===== config.mk =====
export PLATFORM = sky130hd
export DESIGN_NAME = tmr_ccp
export DESIGN_NICKNAME = d
export VERILOG_FILES = /design/src/verilog/tmr_ccp_pkg.sv /design/src/verilog/tmr_ccp.sv
export SDC_FILE = /design/constraint.sdc
export NUM_CORES = 1
export LEC_CHECK = 0
export BUFFER_PORTS_ARGS = -buffer_cell sky130_fd_sc_hd__buf_4
export CAP_MARGIN = 20
export CORE_MARGIN = 8
export CORE_UTILIZATION = 35
export DETAILED_ROUTE_END_ITERATION = 16
export PLACE_DENSITY = 0.64
export SYNTH_ARGS = -nofsm -noshare
export SYNTH_HDL_FRONTEND = slang
export SYNTH_SLANG_ARGS = --single-unit

===== constraint.sdc =====
create_clock -name ref_clk -period 3 [get_ports ref_clk]
set_clock_uncertainty 0.2 [all_clocks]
set_input_delay 0.15 -clock ref_clk [delete_from_list [all_inputs] [get_ports ref_clk]]
set_output_delay 0.15 -clock ref_clk [all_outputs]
set_load 0.05 [all_outputs]

===== src/verilog/tmr_ccp_pkg.sv =====
// Package: register map, field positions and reset values of the capture/compare timer
package tmr_ccp_pkg;

  // ----------------------------------------------------------------
  // Register byte addresses
  // ----------------------------------------------------------------
  localparam logic [7:0] ADDR_MODE_CTL = 8'h00; // mode_control_reg
  localparam logic [7:0] ADDR_CC_CTL = 8'h04; // capcomp_control_reg
  localparam logic [7:0] ADDR_PRESCALE = 8'h08; // prescaler_edge_reg
  localparam logic [7:0] ADDR_OUT_CTL = 8'h0C; // output_control_reg
  localparam logic [7:0] ADDR_COUNT = 8'h10; // timer_count_reg, read only
  localparam logic [7:0] ADDR_CC_A = 8'h14; // capcomp_reg_a
  localparam logic [7:0] ADDR_CC_B = 8'h18; // capcomp_reg_b
  localparam logic [7:0] ADDR_IRQ_STS = 8'h1C; // sticky status, write one to clear
  localparam logic [7:0] ADDR_IRQ_MSK = 8'h20; // interrupt enable mask

  // ----------------------------------------------------------------
  // Field positions
  // ----------------------------------------------------------------
  localparam int MODE_HI = 3; // op_mode_bit_hi
  localparam int MODE_LO = 2; // op_mode_bit_lo
  localparam int TOG_SEL_BIT = 1; // output_toggle_select
  localparam int OVF_BIT = 0; // overflow_flag
  localparam int CC_A_CAPT_BIT = 0; // register A captures when set
  localparam int CC_A_TRIG_BIT = 1; // register A trigger: 1 input A, 0 input B
  localparam int CC_B_CAPT_BIT = 2; // register B captures when set
  localparam int CLK_SEL_HI = 1; // count clock divide select
  localparam int ES_A_LO = 4; // edge select of trigger_input_a
  localparam int ES_B_LO = 6; // edge select of trigger_input_b
  localparam int OUT_EN_BIT = 0; // timer output enable
  localparam int STS_A_BIT = 0; // event on register A
  localparam int STS_B_BIT = 1; // event on register B
  localparam int STS_OVF_BIT = 2; // counter overflow

  // ----------------------------------------------------------------
  // Operating modes and edge selections
  // ----------------------------------------------------------------
  localparam logic [1:0] MODE_STOP = 2'h0;
  localparam logic [1:0] MODE_FREE = 2'h1;
  localparam logic [1:0] MODE_CLR_TRIG = 2'h2;
  localparam logic [1:0] MODE_PPG = 2'h3;
  localparam logic [1:0] EDGE_FALL = 2'h0;
  localparam logic [1:0] EDGE_RISE = 2'h1;
  localparam logic [1:0] EDGE_NONE = 2'h2;
  localparam logic [1:0] EDGE_BOTH = 2'h3;

  // ----------------------------------------------------------------
  // Reset values and constants
  // ----------------------------------------------------------------
  localparam logic [3:0] RST_MODE_CTL = 4'h0;
  localparam logic [2:0] RST_CC_CTL = 3'h0;
  localparam logic [7:0] RST_PRESCALE = 8'h00;
  localparam logic [15:0] RST_CC = 16'h0000;
  localparam logic [2:0] RST_IRQ_MSK = 3'h0;
  localparam logic [15:0] COUNT_MAX = 16'hFFFF;
  localparam logic [15:0] COUNT_ZERO = 16'h0000;

endpackage : tmr_ccp_pkg


===== src/verilog/tmr_ccp.sv =====
// Top module: 16-bit capture/compare timer with pulse generation and APB registers
//
// The APB register port and the register offsets are this design's own decisions.
`timescale 1ns/1ns
`default_nettype none

module tmr_ccp
  import tmr_ccp_pkg::*;
(
  input wire logic ref_clk, // 100 MHz clock
  input wire logic arst_n, // Asynchronous reset, active low
  input wire logic clk_en, // Freezes all state while low
  input wire logic psel, // APB select
  input wire logic penable, // APB access phase
  input wire logic pwrite, // APB direction
  input wire logic [7:0] paddr, // APB byte address
  input wire logic [31:0] pwdata, // APB write data
  output logic [31:0] prdata, // APB read data
  output logic pready, // APB ready
  output logic pslverr, // APB error on unmapped address
  input wire logic trigger_input_a, // External trigger A
  input wire logic trigger_input_b, // External trigger B
  output logic timer_output_pin, // Timer output
  output logic match_irq_a, // Register A event pulse
  output logic match_irq_b, // Register B event pulse
  output logic irq // Level interrupt
);

  // ----------------------------------------------------------------
  // State record
  // ----------------------------------------------------------------
  typedef struct packed {
    logic [3:0] mode_ctl;
    logic [2:0] cc_ctl;
    logic [7:0] prescale;
    logic out_en;
    logic [15:0] count;
    logic [15:0] cc_a;
    logic [15:0] cc_b;
    logic [2:0] sts;
    logic [2:0] msk;
    logic [2:0] div;
    logic trg_a_prev;
    logic trg_b_prev;
    logic tout;
    logic evt_a;
    logic evt_b;
    logic [31:0] rdata;
    logic slverr;
  } state_t;

  state_t cur_ff;
  state_t nxt_st;
  logic [1:0] rst_sync_ff;
  logic rst_n;

  // Reset release through two flops
  always_ff @(posedge ref_clk or negedge arst_n) begin
    if (!arst_n) begin
      rst_sync_ff <= 2'h0;
    end else begin
      rst_sync_ff <= {rst_sync_ff[0], 1'b1};
    end
  end
  assign rst_n = rst_sync_ff[1];

  // ----------------------------------------------------------------
  // Decoded controls
  // ----------------------------------------------------------------
  logic [1:0] mode;
  logic running;
  logic a_capt;
  logic b_capt;
  logic a_on_input_a;
  logic tick;
  logic [2:0] div_mask;
  logic edge_a;
  logic edge_b;
  logic trig_for_a;
  logic match_a;
  logic match_b;
  logic b_edges_used;
  logic wr_acc;
  logic [7:0] wr_ovf_mode;

  // Edge qualifier by select code
  function automatic logic edge_ok(input logic [1:0] sel, input logic prev, input logic now);
    logic rise;
    logic fall;
    rise = !prev && now;
    fall = prev && !now;
    case (sel)
      EDGE_FALL: edge_ok = fall;
      EDGE_RISE: edge_ok = rise;
      EDGE_BOTH: edge_ok = rise || fall;
      default: edge_ok = 1'b0;
    endcase
  endfunction : edge_ok

  // Mode fields and count clock tick
  assign mode = cur_ff.mode_ctl[MODE_HI:MODE_LO];
  assign running = (mode != MODE_STOP);
  assign a_capt = cur_ff.cc_ctl[CC_A_CAPT_BIT];
  assign b_capt = cur_ff.cc_ctl[CC_B_CAPT_BIT];
  assign a_on_input_a = cur_ff.cc_ctl[CC_A_TRIG_BIT];
  assign div_mask = 3'((4'h1 << cur_ff.prescale[CLK_SEL_HI:0]) - 4'h1);
  assign tick = clk_en && running && ((cur_ff.div & div_mask) == div_mask);

  // Trigger edges and compare matches
  assign edge_a = clk_en && running &&
    edge_ok(cur_ff.prescale[ES_A_LO+1:ES_A_LO], cur_ff.trg_a_prev, trigger_input_a);
  assign edge_b = clk_en && running &&
    edge_ok(cur_ff.prescale[ES_B_LO+1:ES_B_LO], cur_ff.trg_b_prev, trigger_input_b);
  assign trig_for_a = a_on_input_a ? edge_a : edge_b;
  assign match_a = tick && !a_capt && (cur_ff.count == cur_ff.cc_a);
  assign match_b = tick && !b_capt && (cur_ff.count == cur_ff.cc_b);
  assign b_edges_used = a_capt && !a_on_input_a;

  // Bus strobes
  assign wr_acc = clk_en && psel && penable && pwrite;
  assign wr_ovf_mode = pwdata[7:0];

  // ----------------------------------------------------------------
  // Next-state logic
  // ----------------------------------------------------------------
  always_comb begin
    nxt_st = cur_ff;
    if (clk_en) begin
      nxt_st.evt_a = 1'b0;
      nxt_st.evt_b = 1'b0;
      nxt_st.trg_a_prev = trigger_input_a;
      nxt_st.trg_b_prev = trigger_input_b;
      nxt_st.div = running ? 3'(cur_ff.div + 3'h1) : 3'h0;

      // Register writes
      if (wr_acc) begin
        if (paddr == ADDR_MODE_CTL) begin
          nxt_st.mode_ctl = wr_ovf_mode[3:0];
          nxt_st.mode_ctl[OVF_BIT] = cur_ff.mode_ctl[OVF_BIT] & wr_ovf_mode[OVF_BIT];
        end else if (paddr == ADDR_CC_CTL) begin
          nxt_st.cc_ctl = pwdata[2:0];
        end else if (paddr == ADDR_PRESCALE) begin
          nxt_st.prescale = pwdata[7:0];
        end else if (paddr == ADDR_OUT_CTL) begin
          nxt_st.out_en = pwdata[OUT_EN_BIT];
        end else if (paddr == ADDR_CC_A) begin
          nxt_st.cc_a = pwdata[15:0];
        end else if (paddr == ADDR_CC_B) begin
          nxt_st.cc_b = pwdata[15:0];
        end else if (paddr == ADDR_IRQ_STS) begin
          nxt_st.sts = cur_ff.sts & ~pwdata[2:0];
        end else if (paddr == ADDR_IRQ_MSK) begin
          nxt_st.msk = pwdata[2:0];
        end
      end

      // Counter: stop, free run, clear on match A
      if (!running) begin
        nxt_st.count = COUNT_ZERO;
        nxt_st.tout = 1'b0;
      end else if (tick) begin
        if (mode == MODE_PPG && cur_ff.count == cur_ff.cc_a) begin
          nxt_st.count = COUNT_ZERO;
        end else begin
          nxt_st.count = 16'(cur_ff.count + 16'h0001);
        end
        if (mode != MODE_PPG && cur_ff.count == COUNT_MAX) begin
          nxt_st.mode_ctl[OVF_BIT] = 1'b1;
          nxt_st.sts[STS_OVF_BIT] = 1'b1;
        end
      end

      // Timer output
      if (running && mode == MODE_PPG) begin
        if (tick && cur_ff.count == cur_ff.cc_a) begin
          nxt_st.tout = 1'b1;
        end else if (tick && cur_ff.count == cur_ff.cc_b) begin
          nxt_st.tout = 1'b0;
        end
      end else if (running) begin
        if (match_a || match_b) begin
          nxt_st.tout = !cur_ff.tout;
        end else if (a_capt && b_capt && cur_ff.mode_ctl[TOG_SEL_BIT] && edge_a) begin
          nxt_st.tout = !cur_ff.tout;
        end
      end

      // Register A events
      if (a_capt && trig_for_a && mode != MODE_PPG) begin
        nxt_st.cc_a = cur_ff.count;
        nxt_st.evt_a = 1'b1;
      end else if (match_a) begin
        nxt_st.evt_a = 1'b1;
      end

      // Register B events
      if (b_capt && edge_a && mode != MODE_PPG) begin
        nxt_st.cc_b = cur_ff.count;
        nxt_st.evt_b = 1'b1;
      end else if (match_b) begin
        nxt_st.evt_b = 1'b1;
      end

      // Sticky status, set wins over clear
      if (nxt_st.evt_a) begin
        nxt_st.sts[STS_A_BIT] = 1'b1;
      end
      if (nxt_st.evt_b) begin
        nxt_st.sts[STS_B_BIT] = 1'b1;
      end

      // Read data and error, prepared every selected cycle
      nxt_st.slverr = 1'b0;
      nxt_st.rdata = 32'h0000_0000;
      if (psel) begin
        if (paddr == ADDR_MODE_CTL) begin
          nxt_st.rdata[3:0] = cur_ff.mode_ctl;
        end else if (paddr == ADDR_CC_CTL) begin
          nxt_st.rdata[2:0] = cur_ff.cc_ctl;
        end else if (paddr == ADDR_PRESCALE) begin
          nxt_st.rdata[7:0] = cur_ff.prescale;
        end else if (paddr == ADDR_OUT_CTL) begin
          nxt_st.rdata[OUT_EN_BIT] = cur_ff.out_en;
        end else if (paddr == ADDR_COUNT) begin
          nxt_st.rdata[15:0] = cur_ff.count;
        end else if (paddr == ADDR_CC_A) begin
          nxt_st.rdata[15:0] = cur_ff.cc_a;
        end else if (paddr == ADDR_CC_B) begin
          nxt_st.rdata[15:0] = cur_ff.cc_b;
        end else if (paddr == ADDR_IRQ_STS) begin
          nxt_st.rdata[2:0] = cur_ff.sts;
        end else if (paddr == ADDR_IRQ_MSK) begin
          nxt_st.rdata[2:0] = cur_ff.msk;
        end else begin
          nxt_st.slverr = 1'b1;
        end
      end
    end
  end

  // ----------------------------------------------------------------
  // State register
  // ----------------------------------------------------------------
  always_ff @(posedge ref_clk or negedge rst_n) begin
    if (!rst_n) begin
      cur_ff <= '0;
      cur_ff.mode_ctl <= RST_MODE_CTL;
      cur_ff.cc_ctl <= RST_CC_CTL;
      cur_ff.prescale <= RST_PRESCALE;
      cur_ff.cc_a <= RST_CC;
      cur_ff.cc_b <= RST_CC;
      cur_ff.msk <= RST_IRQ_MSK;
    end else begin
      cur_ff <= nxt_st;
    end
  end

  // Outputs
  assign pready = clk_en;
  assign prdata = cur_ff.rdata;
  assign pslverr = cur_ff.slverr && psel && penable;
  assign timer_output_pin = cur_ff.tout && cur_ff.out_en && !b_edges_used;
  assign match_irq_a = cur_ff.evt_a;
  assign match_irq_b = cur_ff.evt_b;
  assign irq = |(cur_ff.sts & cur_ff.msk);

  // ----------------------------------------------------------------
  // Assertions
  // ----------------------------------------------------------------
  logic free_mode;
  assign free_mode = (mode == MODE_FREE);
endmodule : tmr_ccp

`default_nettype wire


# --- Word level (Yosys, flattened, before mapping) ---
# Index checks and enable logic that the tools add are counted.
word_totals:
  regBits: 97
  out_inout_bits: 38
  elab_cells: 224
op_classes:
  addsub: 3
  eq_ne: 40
  shifts: 1
  mux: 80
  n_bitwise: 12
  reduce_logical: 67
ops:
  columns: ["op", "count"]
  rows:
  - ["$mux W16", 15]
  - ["$mux W38", 5]
  - ["$ne A2 B2 Y1 const B", 22]
  - ["$mux W13", 3]
  - ["$mux W1", 35]
  - ["$eq A16 B16 Y1", 2]
  - ["$eq A8 B5 Y1 const B", 4]
  - ["$logic_and A1 B1 Y1", 32]
  - ["$mux W3", 9]
  - ["$mux W12", 2]
  - ["$mux W8", 3]
  - ["$mux W22", 1]
  - ["$reduce_and A9 Y1", 2]
  - ["$reduce_bool A2 Y1", 9]
  - ["$mux W17", 1]
  - ["$add A16 B1 Y16 const B", 1]
  - ["$eq A16 B16 Y1 const B", 1]
  - ["$eq A8 B4 Y1 const B", 2]
  - ["$mux W15", 1]
  - ["$reduce_and A10 Y1", 1]
  - ["$and A3 B3 Y3", 3]
  - ["$logic_not A1 Y1", 9]
  - ["$mux W9", 1]
  - ["$eq A8 B3 Y1 const B", 1]
  - ["25 further kinds", 38]

# --- Logic depth before layout (Yosys ltp) ---
# Gate-level depths: netlist of run 1.
logic_depth:
  ltp_word: 17
  ltp_mapped: 10
  mapped_depth_nobuf: 8

# --- Worst setup path after synthesis of run 1 ---
# OpenSTA, ideal clock, no wires.
synth_timing:
  kind: "flip-flop to flip-flop"
  start: "register cur_ff[37] in the netlist's numbering"
  end: "register cur_ff[50] in the netlist's numbering"
  arrival_time_ns: 1.839
  setup_slack_ns: 0.889
  path_stages_with_launch: 10
  n_path_buf: 2
  period_less_slack_ns: 2.111
  path_cell_list: "dfrtp_1 > ha_1 > nor2b_1 > o21ai_1 > a21oi_2 > buf_2 > a21oi_1 > buf_2 > a221oi_1 > nor2_1"
synth_between:
  elab_chain_cells: 9
  elab_cells_between_ends: 17
synth_rtl:
  columns: ["element", "line_no", "source"]
  rows:
  - ["start, declared", "tmr_ccp.sv:52", "state_t cur_ff;"]
  - ["start signal, assigned", "tmr_ccp.sv:254", "cur_ff <= nxt_st;"]
  - ["$logic_not A1 Y1", "tmr_ccp.sv:90", "rise = !prev && now;"]
  - ["$logic_and A1 B1 Y1", "tmr_ccp.sv:90", null]
  - ["$logic_or A1 B1 Y1", "tmr_ccp.sv:95", "EDGE_BOTH: edge_ok = rise || fall;"]
  - ["$pmux W1 S3 (*)", "tmr_ccp.sv:92", "case (sel)"]
  - ["$logic_and A1 B1 Y1 (*)", "tmr_ccp.sv:110", "assign edge_a = clk_en && running &&"]
  - ["$logic_and A1 B1 Y1 (*) (2 in a row)", "tmr_ccp.sv:197", "if (b_capt && edge_a && mode != MODE_PPG) begin"]
  - ["$ne A2 B2 Y1 (no source line) / $reduce_bool A2 Y1 (equally long branches)", null, null]
  - ["$reduce_and A8 Y1 (no source line)", null, null]
# Mark *: on every way between the ends. The rest lies on a longest branch, timed or not.
# A chain may end at the register's enable or synchronous reset.

# --- Worst setup path after layout of run 1 ---
layout_timing:
  start: "input clk_en"
  end: "register cur_ff[92] in the netlist's numbering"
layout_between:
  elab_chain_cells: 4
layout_rtl:
  columns: ["element", "line_no", "source"]
  rows:
  - ["start, declared", "tmr_ccp.sv:12", "input wire logic clk_en,"]
  - ["$logic_and A1 B1 Y1 (2 in a row)", "tmr_ccp.sv:107", "assign tick = clk_en && running && ((cur_ff.div & div_mask) == div_mask);"]
  - ["$ne A2 B1 Y1 (no source line)", null, null]
  - ["$reduce_and A2 Y1 (no source line) (*)", null, null]
# Marked as above.

==> impl_metrics.env, run 1 <==
export IMPL_cts_tree="yes"
export IMPL_grt_pass1_wl_mm=26.5
export IMPL_min_period_ns=2.72
export IMPL_finalSetupTns_ns=0
export IMPL_synth_top_area_cell="dfrtp_1"
export IMPL_fillers=1590
export IMPL_setup_violations=0
export IMPL_synth_async_reset_ratio_pct=100
export IMPL_synth_fa_ha_area_share_pct=1.32
export IMPL_dp_hpwl_mm=12.2
export IMPL_synth_ff_type="dfrtp_1"
export IMPL_leakage_nw=3.22
export IMPL_ys_top_cells_by_count="dfrtp_1, nor2_1, nand2_1, buf_4, o21ai_0"
export IMPL_cts_buffers=9
export IMPL_clk_latency_ns=0.36
export IMPL_die_h_um=143
export IMPL_ios=86
export IMPL_drt_total_wl_mm=16.7
export IMPL_hold_viol_final=0
export IMPL_fp_dieW_um=143
export IMPL_yosysTopAreaCellShare_pct=42.8
export IMPL_required_ns=3.00
export IMPL_grt_overflow_total=0
export IMPL_gp_congestion=0.936
export IMPL_worstPathArrival_ns=2.72
export IMPL_slew_headroom_pct=44.5
export IMPL_first_pass_iters=5
export IMPL_holdCritPathClass="flop to async pin"
export IMPL_syn_inst=588
export IMPL_crit_type="input port to flop"
export IMPL_core_area_um2=15900
export IMPL_vias=4840
export IMPL_yosysMostFrequentCell="dfrtp_1"
export IMPL_post_cts_buffers=0
export IMPL_tightest_slew_ns=0.827
export IMPL_final_net_count=703
export IMPL_routedWlPerCell_um=19.2
export IMPL_ys_warn_count=0
export IMPL_avgSynthCellArea_um2=9.66
export IMPL_fin_crit_sh_pct=90.6
export IMPL_row_count=46
export IMPL_worst_hold_slack_ns=0.135
export IMPL_port_buffers=53
export IMPL_p_total_mw=2.77
export IMPL_setup_ws_ns=0.282
export IMPL_synth_xor_area_share_pct=5.22
export IMPL_final_layout_size_suffix_gt1_share_pct=19.9
export IMPL_initial_utilization_pct=35.7
export IMPL_synthSimpleGateAreaFrac_pct=15.3
export IMPL_first_iter_violations=451
export IMPL_grt_max_degree=45
export IMPL_yosysSeqAreaShare_pct=42.8
export IMPL_slew_viol_final=0
export IMPL_synth_compound_area_share_pct=18.3
export IMPL_yosysUniqueCellTypes=55
export IMPL_maxCapViolCount=0
export IMPL_synth_top_family_by_area="compound AO/OA/AOI/OAI gates"
export IMPL_rsz0062_at_grt="false"
export IMPL_track_usage_pct=16.6
export IMPL_synth_area_um2=5680
export IMPL_htreeDepth=3
export IMPL_synth_seq_cells=97
export IMPL_ant_nets=0
export IMPL_clkSinkCount=97
export IMPL_antenna_cells=0
export IMPL_ir_worst_vdd_v=0.000261
export IMPL_fmax_mhz=368
export IMPL_reg2reg_depth=6
export IMPL_cellPowerDensity_nw_per_um2=410
export IMPL_pre_cts_slack_ns=0.112
export IMPL_first_global_vias=4971
export IMPL_dp_cells=828
export IMPL_dieArea_um2=20600
export IMPL_outcome="finished clean"
export IMPL_path_max_fanout=20
export IMPL_clockRootBuffer="clkbuf_16"
export IMPL_yosys_mux_area_fraction_pct=8.00
export IMPL_cts_clk_slew_worst_paths_ns=0.07
export IMPL_drcViolationCount=0
export IMPL_synth_edff_count=0
export IMPL_critPathLaunchType="input port"
export IMPL_synth_area_top_cells="dfrtp_1, buf_4, mux2i_1"
export IMPL_cp_end_kind="flop"
export IMPL_finalNonFillerCells=870
export IMPL_antenna_found_initial=0
export IMPL_syn2layout_area_growth_pct=19.0
export IMPL_vias_per_cell=5.56
export IMPL_clockBufferDepth=2
[power by group]
part           total, mW  internal, mW  switching [mW]  leakage (nW)
Combinational      0.258        0.0939           0.164          1.74
Sequential          1.35          1.33          0.0270          1.34
Clock               1.16         0.650           0.509         0.147
Total               2.77          2.07           0.700          3.22
[routing by layer]
layer	GRT usage, %	wire length, µm	share of wire (%)
met1	20.8	7160	43
met2	27.0	8120	49
met3	4.38	1160	6.9
met4	5.98	276	1.7
met5	0	0	0
[cells by family (layout without fill, tap and decap cells)]
family / after synthesis / after routing
AO/OA/AOI/OAI: 146 / 146
XOR/XNOR: 33 / 33
adder cells (fa/ha/maj): 6 / 6
buffers and inverters: 86 / 137
flip-flops: 97 / 97
multiplexers: 43 / 43
other: 2 / 17
AND/OR/NAND/NOR: 175 / 175
[stage by stage]
stage | instance area [µm²] | util [%]
after floorplan | 5740 | -
final | 6760 | 42.5
after detailed placement | 6190 | 39.0
after global routing | 6760 | 42.5
after global placement | 6190 | 39.0
after CTS | 6750 | 42.5
[final timing paths]
path / start / end / slack (ns)
max in group asynchronous: rst_sync_ff[1] / cur_ff[78] / 1.68
min: rst_sync_ff[1] / cur_ff[76] / 0.14
min reg2reg: rst_sync_ff[1] / cur_ff[76] / 0.14
min in group ref_clk: paddr[4] / cur_ff[95] / 0.14
max: clk_en / cur_ff[92] / 0.28
max reg2reg: cur_ff[97] / cur_ff[92] / 0.31
[cells in the final DEF (no fill, tap or decap), types with 15 or more instances in the layout]
| cell | n |
|---|---|
| a21oi_1 | 19 |
| a221oi_1 | 16 |
| buf_4 | 83 |
| conb_1 | 17 |
| dfrtp_1 | 96 |
| dlygate4sd3_1 | 26 |
| mux2_2 | 19 |
| mux2i_1 | 24 |
| nand2_1 | 48 |
| nand3_1 | 15 |
| nor2_1 | 55 |
| o21ai_0 | 35 |
| xnor2_1 | 16 |
| xor2_1 | 16 |
[layout make-up]
cell class / instances / area, µm² / share of cell area [%]
clock buffers: 10 / 229 / 3.39
multi-input cells: 420 / 2830 / 41.9
repair buffers: 109 / 883 / 13.1
clock inverters: 6 / 66.3 / 0.982
inverters: 12 / 45.0 / 0.667
well taps: 216 / 270 / 4.00
flip-flops and latches: 97 / 2430 / 36.0
[worst max-delay path: stages]
cell           delay [ns]
dlygate4sd3_1        0.53
buf_4                0.22
o21ai_1              0.16
a211o_1              0.39
a31oi_4              0.53
nand4_1              0.24
o311ai_0             0.49
[sequential cells by signal, indices dropped and copies added (netlist names)]
| name | flops |
|---|---|
| a_on_input_a | 1 |
| prdata | 16 |
| b_capt | 1 |
| a_capt | 1 |
| cur_ff | 74 |
| match_irq_a | 1 |
| match_irq_b | 1 |
| rst_sync_ff | 2 |
[timing repair]
item,CTS,global route
endpoints found under the hold margin,60,0
hold buffers,26,0
gates resized for setup,0,1
endpoints found under the setup margin,0,1
Note: power is estimated with default switching activity, not from simulation.
==> run 2: changes to the inputs <==
- PLACE_DENSITY: 0.64 -> unset
==> run 2 against run 1 <==
Against the previous run:
- die area stayed put
- worst setup slack worse by 0.039 ns
- fmax is 1.4% lower
- critical path depth stayed put
- non-clock buffer count is 9 lower
- worst hold slack worse by 0.12 ns
- first-iteration DRC count is 8.6% higher
- design area is 0.44% lower
- critical path type unchanged
- critical endpoint unchanged
- largest cell class unchanged
==> impl_metrics.env, run 2 (same netlist as run 1, synthesis figures left out) <==
export IMPL_outcome="finished clean"
export IMPL_crit_type="input port to flop"
export IMPL_antenna_found_initial=0
export IMPL_fmax_mhz=363
export IMPL_slew_viol_final=0
export IMPL_required_ns=3.01
export IMPL_clk_latency_ns=0.35
export IMPL_tightest_slew_ns=0.960
export IMPL_vias=4676
export IMPL_cts_resized=0
export IMPL_postPlaceCellArea_um2=6160
export IMPL_vias_per_cell=5.43
export IMPL_cp_end_kind="flop"
export IMPL_clockBufferDepth=2
export IMPL_maxCapViolCount=0
export IMPL_dp_hpwl_mm=11.8
export IMPL_cellPowerDensity_nw_per_um2=424
export IMPL_fin_crit_sh_pct=91.9
export IMPL_fillers=1575
export IMPL_final_layout_size_suffix_gt1_share_pct=18.9
export IMPL_min_period_ns=2.76
export IMPL_critPathLaunchType="input port"
export IMPL_fp_dieW_um=143
export IMPL_gp_congestion=0.877
export IMPL_first_global_vias=4729
export IMPL_track_usage_pct=16.4
export IMPL_die_h_um=143
export IMPL_fin_util_pct=42.3
export IMPL_grt_pass1_wl_mm=26.2
export IMPL_holdCritPathClass="input port to flop"
export IMPL_final_net_count=694
export IMPL_grt_max_degree=55
export IMPL_ant_nets=0
export IMPL_post_cts_buffers=0
export IMPL_clockRootBuffer="clkbuf_16"
export IMPL_routedWlPerCell_um=18.8
export IMPL_cts_buffers=9
export IMPL_slew_headroom_pct=36.0
export IMPL_startpoint="clk_en"
export IMPL_setup_violations=0
export IMPL_cts_clk_slew_worst_paths_ns=0.06
export IMPL_syn2layout_area_growth_pct=18.4
export IMPL_drcViolationCount=0
export IMPL_htreeDepth=3
export IMPL_r2r_start="cur_ff[97]"
export IMPL_hold_viol_final=0
export IMPL_fin_area_um2=6730
export IMPL_ir_worst_vdd_v=0.000393
export IMPL_port_buffers=53
export IMPL_layout_common_cells="dfrtp_1, buf_4, nor2_1"
export IMPL_top_register="cur_ff"
export IMPL_antenna_cells=0
export IMPL_clkSinkCount=97
export IMPL_grt_overflow_total=0
export IMPL_row_count=46
export IMPL_core_area_um2=15900
export IMPL_path_max_fanout=16
export IMPL_rsz0062_at_grt="false"
export IMPL_dieArea_um2=20600
export IMPL_min_from="psel"
export IMPL_largest_reg_flops=74
export IMPL_final_common_cell="dfrtp_1"
export IMPL_finalSetupTns_ns=0
export IMPL_first_iter_violations=490
export IMPL_ios=86
export IMPL_drt_total_wl_mm=16.2
export IMPL_leakage_nw=3.19
export IMPL_worstPathArrival_ns=2.77
export IMPL_initial_utilization_pct=35.7
export IMPL_first_pass_iters=8
export IMPL_cts_tree="yes"
==> run 2: cell count changes in the layout (fill, tap and decap cells not counted) <==
cell	change
a31oi_2	+1
a31oi_4	-1
buf_12	+2
buf_4	-10
bufinv_16	+1
clkinv_2	-1
clkinv_4	-1
clkinvlp_4	+1
dlygate4sd3_1	-1
==> run 2: final timing paths <==
kind | end | slack, ns | depth (start not counted)
worst min-delay path | prdata[3] | 0.02 | 5
min in group asynchronous | prdata[11] | 0.12 | 0
worst min register to register | prdata[11] | 0.12 | 0
worst max register to register | cur_ff[92] | 0.35 | 6
max in group asynchronous | a_on_input_a | 1.77 | 1
worst max-delay path | cur_ff[92] | 0.24 | 7
==> run 2: metal layers <==
metal | GRT usage (%) | vias to the layer above | wire length (µm)
met5 | 0 | - | 0
met4 | 5.42 | 0 | 346
met3 | 4.41 | 29 | 1040
met2 | 26.3 | 144 | 7570
met1 | 20.9 | 2322 | 7240
li1 | - | 2181 | -
==> run 2: stage by stage <==
step | hold slack (ns) | power [mW] | cells | setup WS, ns
global placement | -0.267 | 1.60 | 820 | 0.383
finish | 0.0170 | 2.85 | 861 | 0.242
global route | 0.0389 | 2.95 | 861 | 0.0443
detailed placement | -0.266 | 1.60 | 820 | 0.367
floorplan | -0.346 | 1.52 | 603 | 0.889
CTS | 0.0107 | 2.88 | 861 | 0.285
==> run 2: layout make-up <==
class                   instances  area, µm²  area share (%)
clock buffers                  10        229            3.40
clock inverters                 6       90.1            1.34
inverters                      12       45.0           0.670
multi-input cells             420       2820            42.0
flip-flops and latches         97       2430            36.1
well taps                     216        270            4.02
repair buffers                100        838            12.5
==> run 2: where the power goes <==
part           internal [mW]  switching (mW)  total (mW)
combinational         0.0919           0.160       0.251
sequential              1.33          0.0270        1.35
clock                  0.734           0.512        1.25
total                   2.15           0.698        2.85
==> run 2: what timing repair did <==
| item | in CTS | in global routing |
|---|---|---|
| hold buffers | 25 | 0 |
| setup endpoints to repair | 0 | 0 |
| endpoints found under the hold margin | 58 | 0 |
==> run 2: worst max-delay path: stages <==
cell and delay [ns]:
dlygate4sd3_1 0.53, buf_4 0.23, o21ai_1 0.20, a211o_1 0.38
a31oi_2 0.61, nand4_1 0.22, o311ai_0 0.44
==> run 3: changes to the inputs <==
- CORE_UTILIZATION: 35 -> 30
- MAX_ROUTING_LAYER: unset -> met4
==> run 3 against run 2 <==
Against the previous run:
- core utilization decreased by 6.4 points
- largest cell class unchanged
- wire length rose by 1.7%
- register-to-register slack gained 0.08 ns
- sequential cell count is the same
- die area grew 15%
- worst hold slack better by 0.0045 ns
==> impl_metrics.env, run 3 (same netlist as run 1, synthesis figures left out) <==
export IMPL_clockRootBuffer="clkbuf_16"
export IMPL_initial_utilization_pct=30.5
export IMPL_cp_slowest_cell="a211o_1"
export IMPL_antenna_cells=0
export IMPL_min_from="clk_en"
export IMPL_grt_overflow_total=0
export IMPL_path_max_fanout=17
export IMPL_first_pass_iters=6
export IMPL_row_count=50
export IMPL_dieArea_um2=23600
export IMPL_cp_end_kind="flop"
export IMPL_gp_congestion=0.884
export IMPL_first_iter_violations=432
export IMPL_largest_reg_flops=74
export IMPL_cellPowerDensity_nw_per_um2=404
export IMPL_hold_viol_final=0
export IMPL_drcViolationCount=0
export IMPL_layout_common_cells="dfrtp_1, buf_4, nor2_1"
export IMPL_first_global_vias=4449
export IMPL_leakage_nw=3.19
export IMPL_track_usage_pct=14.4
export IMPL_top_layer_used="met4"
export IMPL_r2r_end="cur_ff[92]"
export IMPL_cts_tree="yes"
export IMPL_vias_per_cell=5.26
export IMPL_maxCapViolCount=0
export IMPL_whs_endpoint="cur_ff[38]"
export IMPL_routedWlPerCell_um=18.7
export IMPL_required_ns=3.03
export IMPL_regToRegSetupSlack_ns=0.43
export IMPL_slew_viol_final=0
export IMPL_antenna_found_initial=0
export IMPL_grt_pass1_wl_mm=26.0
export IMPL_cts_buffers=9
export IMPL_fp_dieW_um=154
export IMPL_fin_crit_sh_pct=85.8
export IMPL_drt_total_wl_mm=16.5
export IMPL_die_h_um=154
export IMPL_cts_clk_slew_worst_paths_ns=0.07
export IMPL_fillers=1919
export IMPL_setup_violations=0
export IMPL_ant_nets=0
export IMPL_grt_max_degree=42
export IMPL_final_common_cell="dfrtp_1"
export IMPL_outcome="finished clean"
export IMPL_wl_met2_mm=7.48
export IMPL_critPathLaunchType="flop"
export IMPL_tightest_slew_ns=0.765
export IMPL_drt_met1_wl_mm=8.04
export IMPL_dp_hpwl_mm=12.2
export IMPL_slowest_delay_ns=0.41
export IMPL_critical_path_cell_chain="inv_1 -> o21ai_0 -> a211o_1 -> a31oi_4 -> buf_4 -> nand4_1 -> o311ai_0"
export IMPL_wl_met3_um=767
export IMPL_holdCritPathClass="input port to flop"
export IMPL_finalSetupTns_ns=0
export IMPL_core_area_um2=18600
export IMPL_worstPathArrival_ns=2.60
export IMPL_post_cts_buffers=0
export IMPL_htreeDepth=3
export IMPL_crit_type="flop to flop"
export IMPL_ios=86
export IMPL_clkSinkCount=97
export IMPL_whs_path_depth=3
export IMPL_fin_area_um2=6710
export IMPL_fmax_mhz=389
export IMPL_clk_latency_ns=0.35
export IMPL_rsz0062_at_grt="false"
export IMPL_vias=4637
export IMPL_clockBufferDepth=2
export IMPL_postPlaceCellArea_um2=6210
export IMPL_syn2layout_area_growth_pct=18.1
export IMPL_ir_worst_vdd_v=0.000258
export IMPL_slew_headroom_pct=47.7
export IMPL_final_layout_size_suffix_gt1_share_pct=19.5
export IMPL_port_buffers=53
export IMPL_top_register="cur_ff"
export IMPL_min_period_ns=2.57
export IMPL_r2r_start="cur_ff[97]"
export IMPL_final_net_count=696
export IMPL_reg2reg_depth=7
run 3: cell count changes in the layout (fill, tap and decap cells not counted), sizes merged:
cell / previous run / this run
bufinv: 2 / 0
dlygate4sd3: 25 / 21
buf: 75 / 81
clkinvlp: 1 / 0
inv: 13 / 12
clkbuf: 10 / 14
run 3: timing repair:
item                                   4_1_cts  5_1_grt
hold buffers                                21        0
resized for setup                            0        1
setup endpoints to repair                    0        1
endpoints found under the hold margin       58        0
run 3: stage by stage:
step	hold WS [ns]	total power, mW	utilization, %	setup WS [ns]	instances
finish	0.0215	2.71	36.0	0.426	881
CTS	0.0108	2.74	35.9	0.215	881
floorplan	-0.346	1.52	-	0.889	603
global route	0.0445	2.81	36.0	0.222	881
global placement	-0.267	1.61	33.3	0.342	844
detailed placement	-0.266	1.61	33.3	0.240	844
run 3: layout make-up:
class	count	area (µm²)	share of cell area (%)
Multi-Input combinational cell	420	2830	42.2
Sequential cell	97	2430	36.2
Timing Repair Buffer	102	831	12.4
Tap cell	234	293	4.36
Clock buffer	14	264	3.94
Inverter	12	45.0	0.672
Clock inverter	2	13.8	0.205
run 3: how the worst max path moves through the flow:
stage	startpoint	to	cells after the start
6_report	cur_ff[97]	cur_ff[92]	7
5_1_grt	cur_ff[97]	cur_ff[92]	7
4_1_cts	cur_ff[97]	cur_ff[92]	7
3_5_place_dp	cur_ff[97]	cur_ff[92]	7
3_3_place_gp	cur_ff[97]	cur_ff[92]	7
2_1_floorplan	cur_ff[37]	cur_ff[50]	9
run 3: power breakdown:
group          switching, mW  internal (mW)  total (mW)
Clock                  0.497          0.609        1.11
Sequential            0.0272           1.33        1.35
Combinational          0.162         0.0907       0.253
run 3: routing by layer:
layer / up-vias / GRT usage (%)
li1: 2190 / -
met1: 2295 / 19.5
met2: 136 / 21.4
met3: 16 / 2.97
met4: 0 / 3.92
met5: - / -
run 3: critical path: cells and delay by family (launching register included):
kind / cells / cell delay (ns)
AND/OR/NAND/NOR: 1 / 0.14
buffers and inverters: 2 / 0.41
AO/OA/AOI/OAI: 4 / 1.33
flip-flops: 1 / 0.38
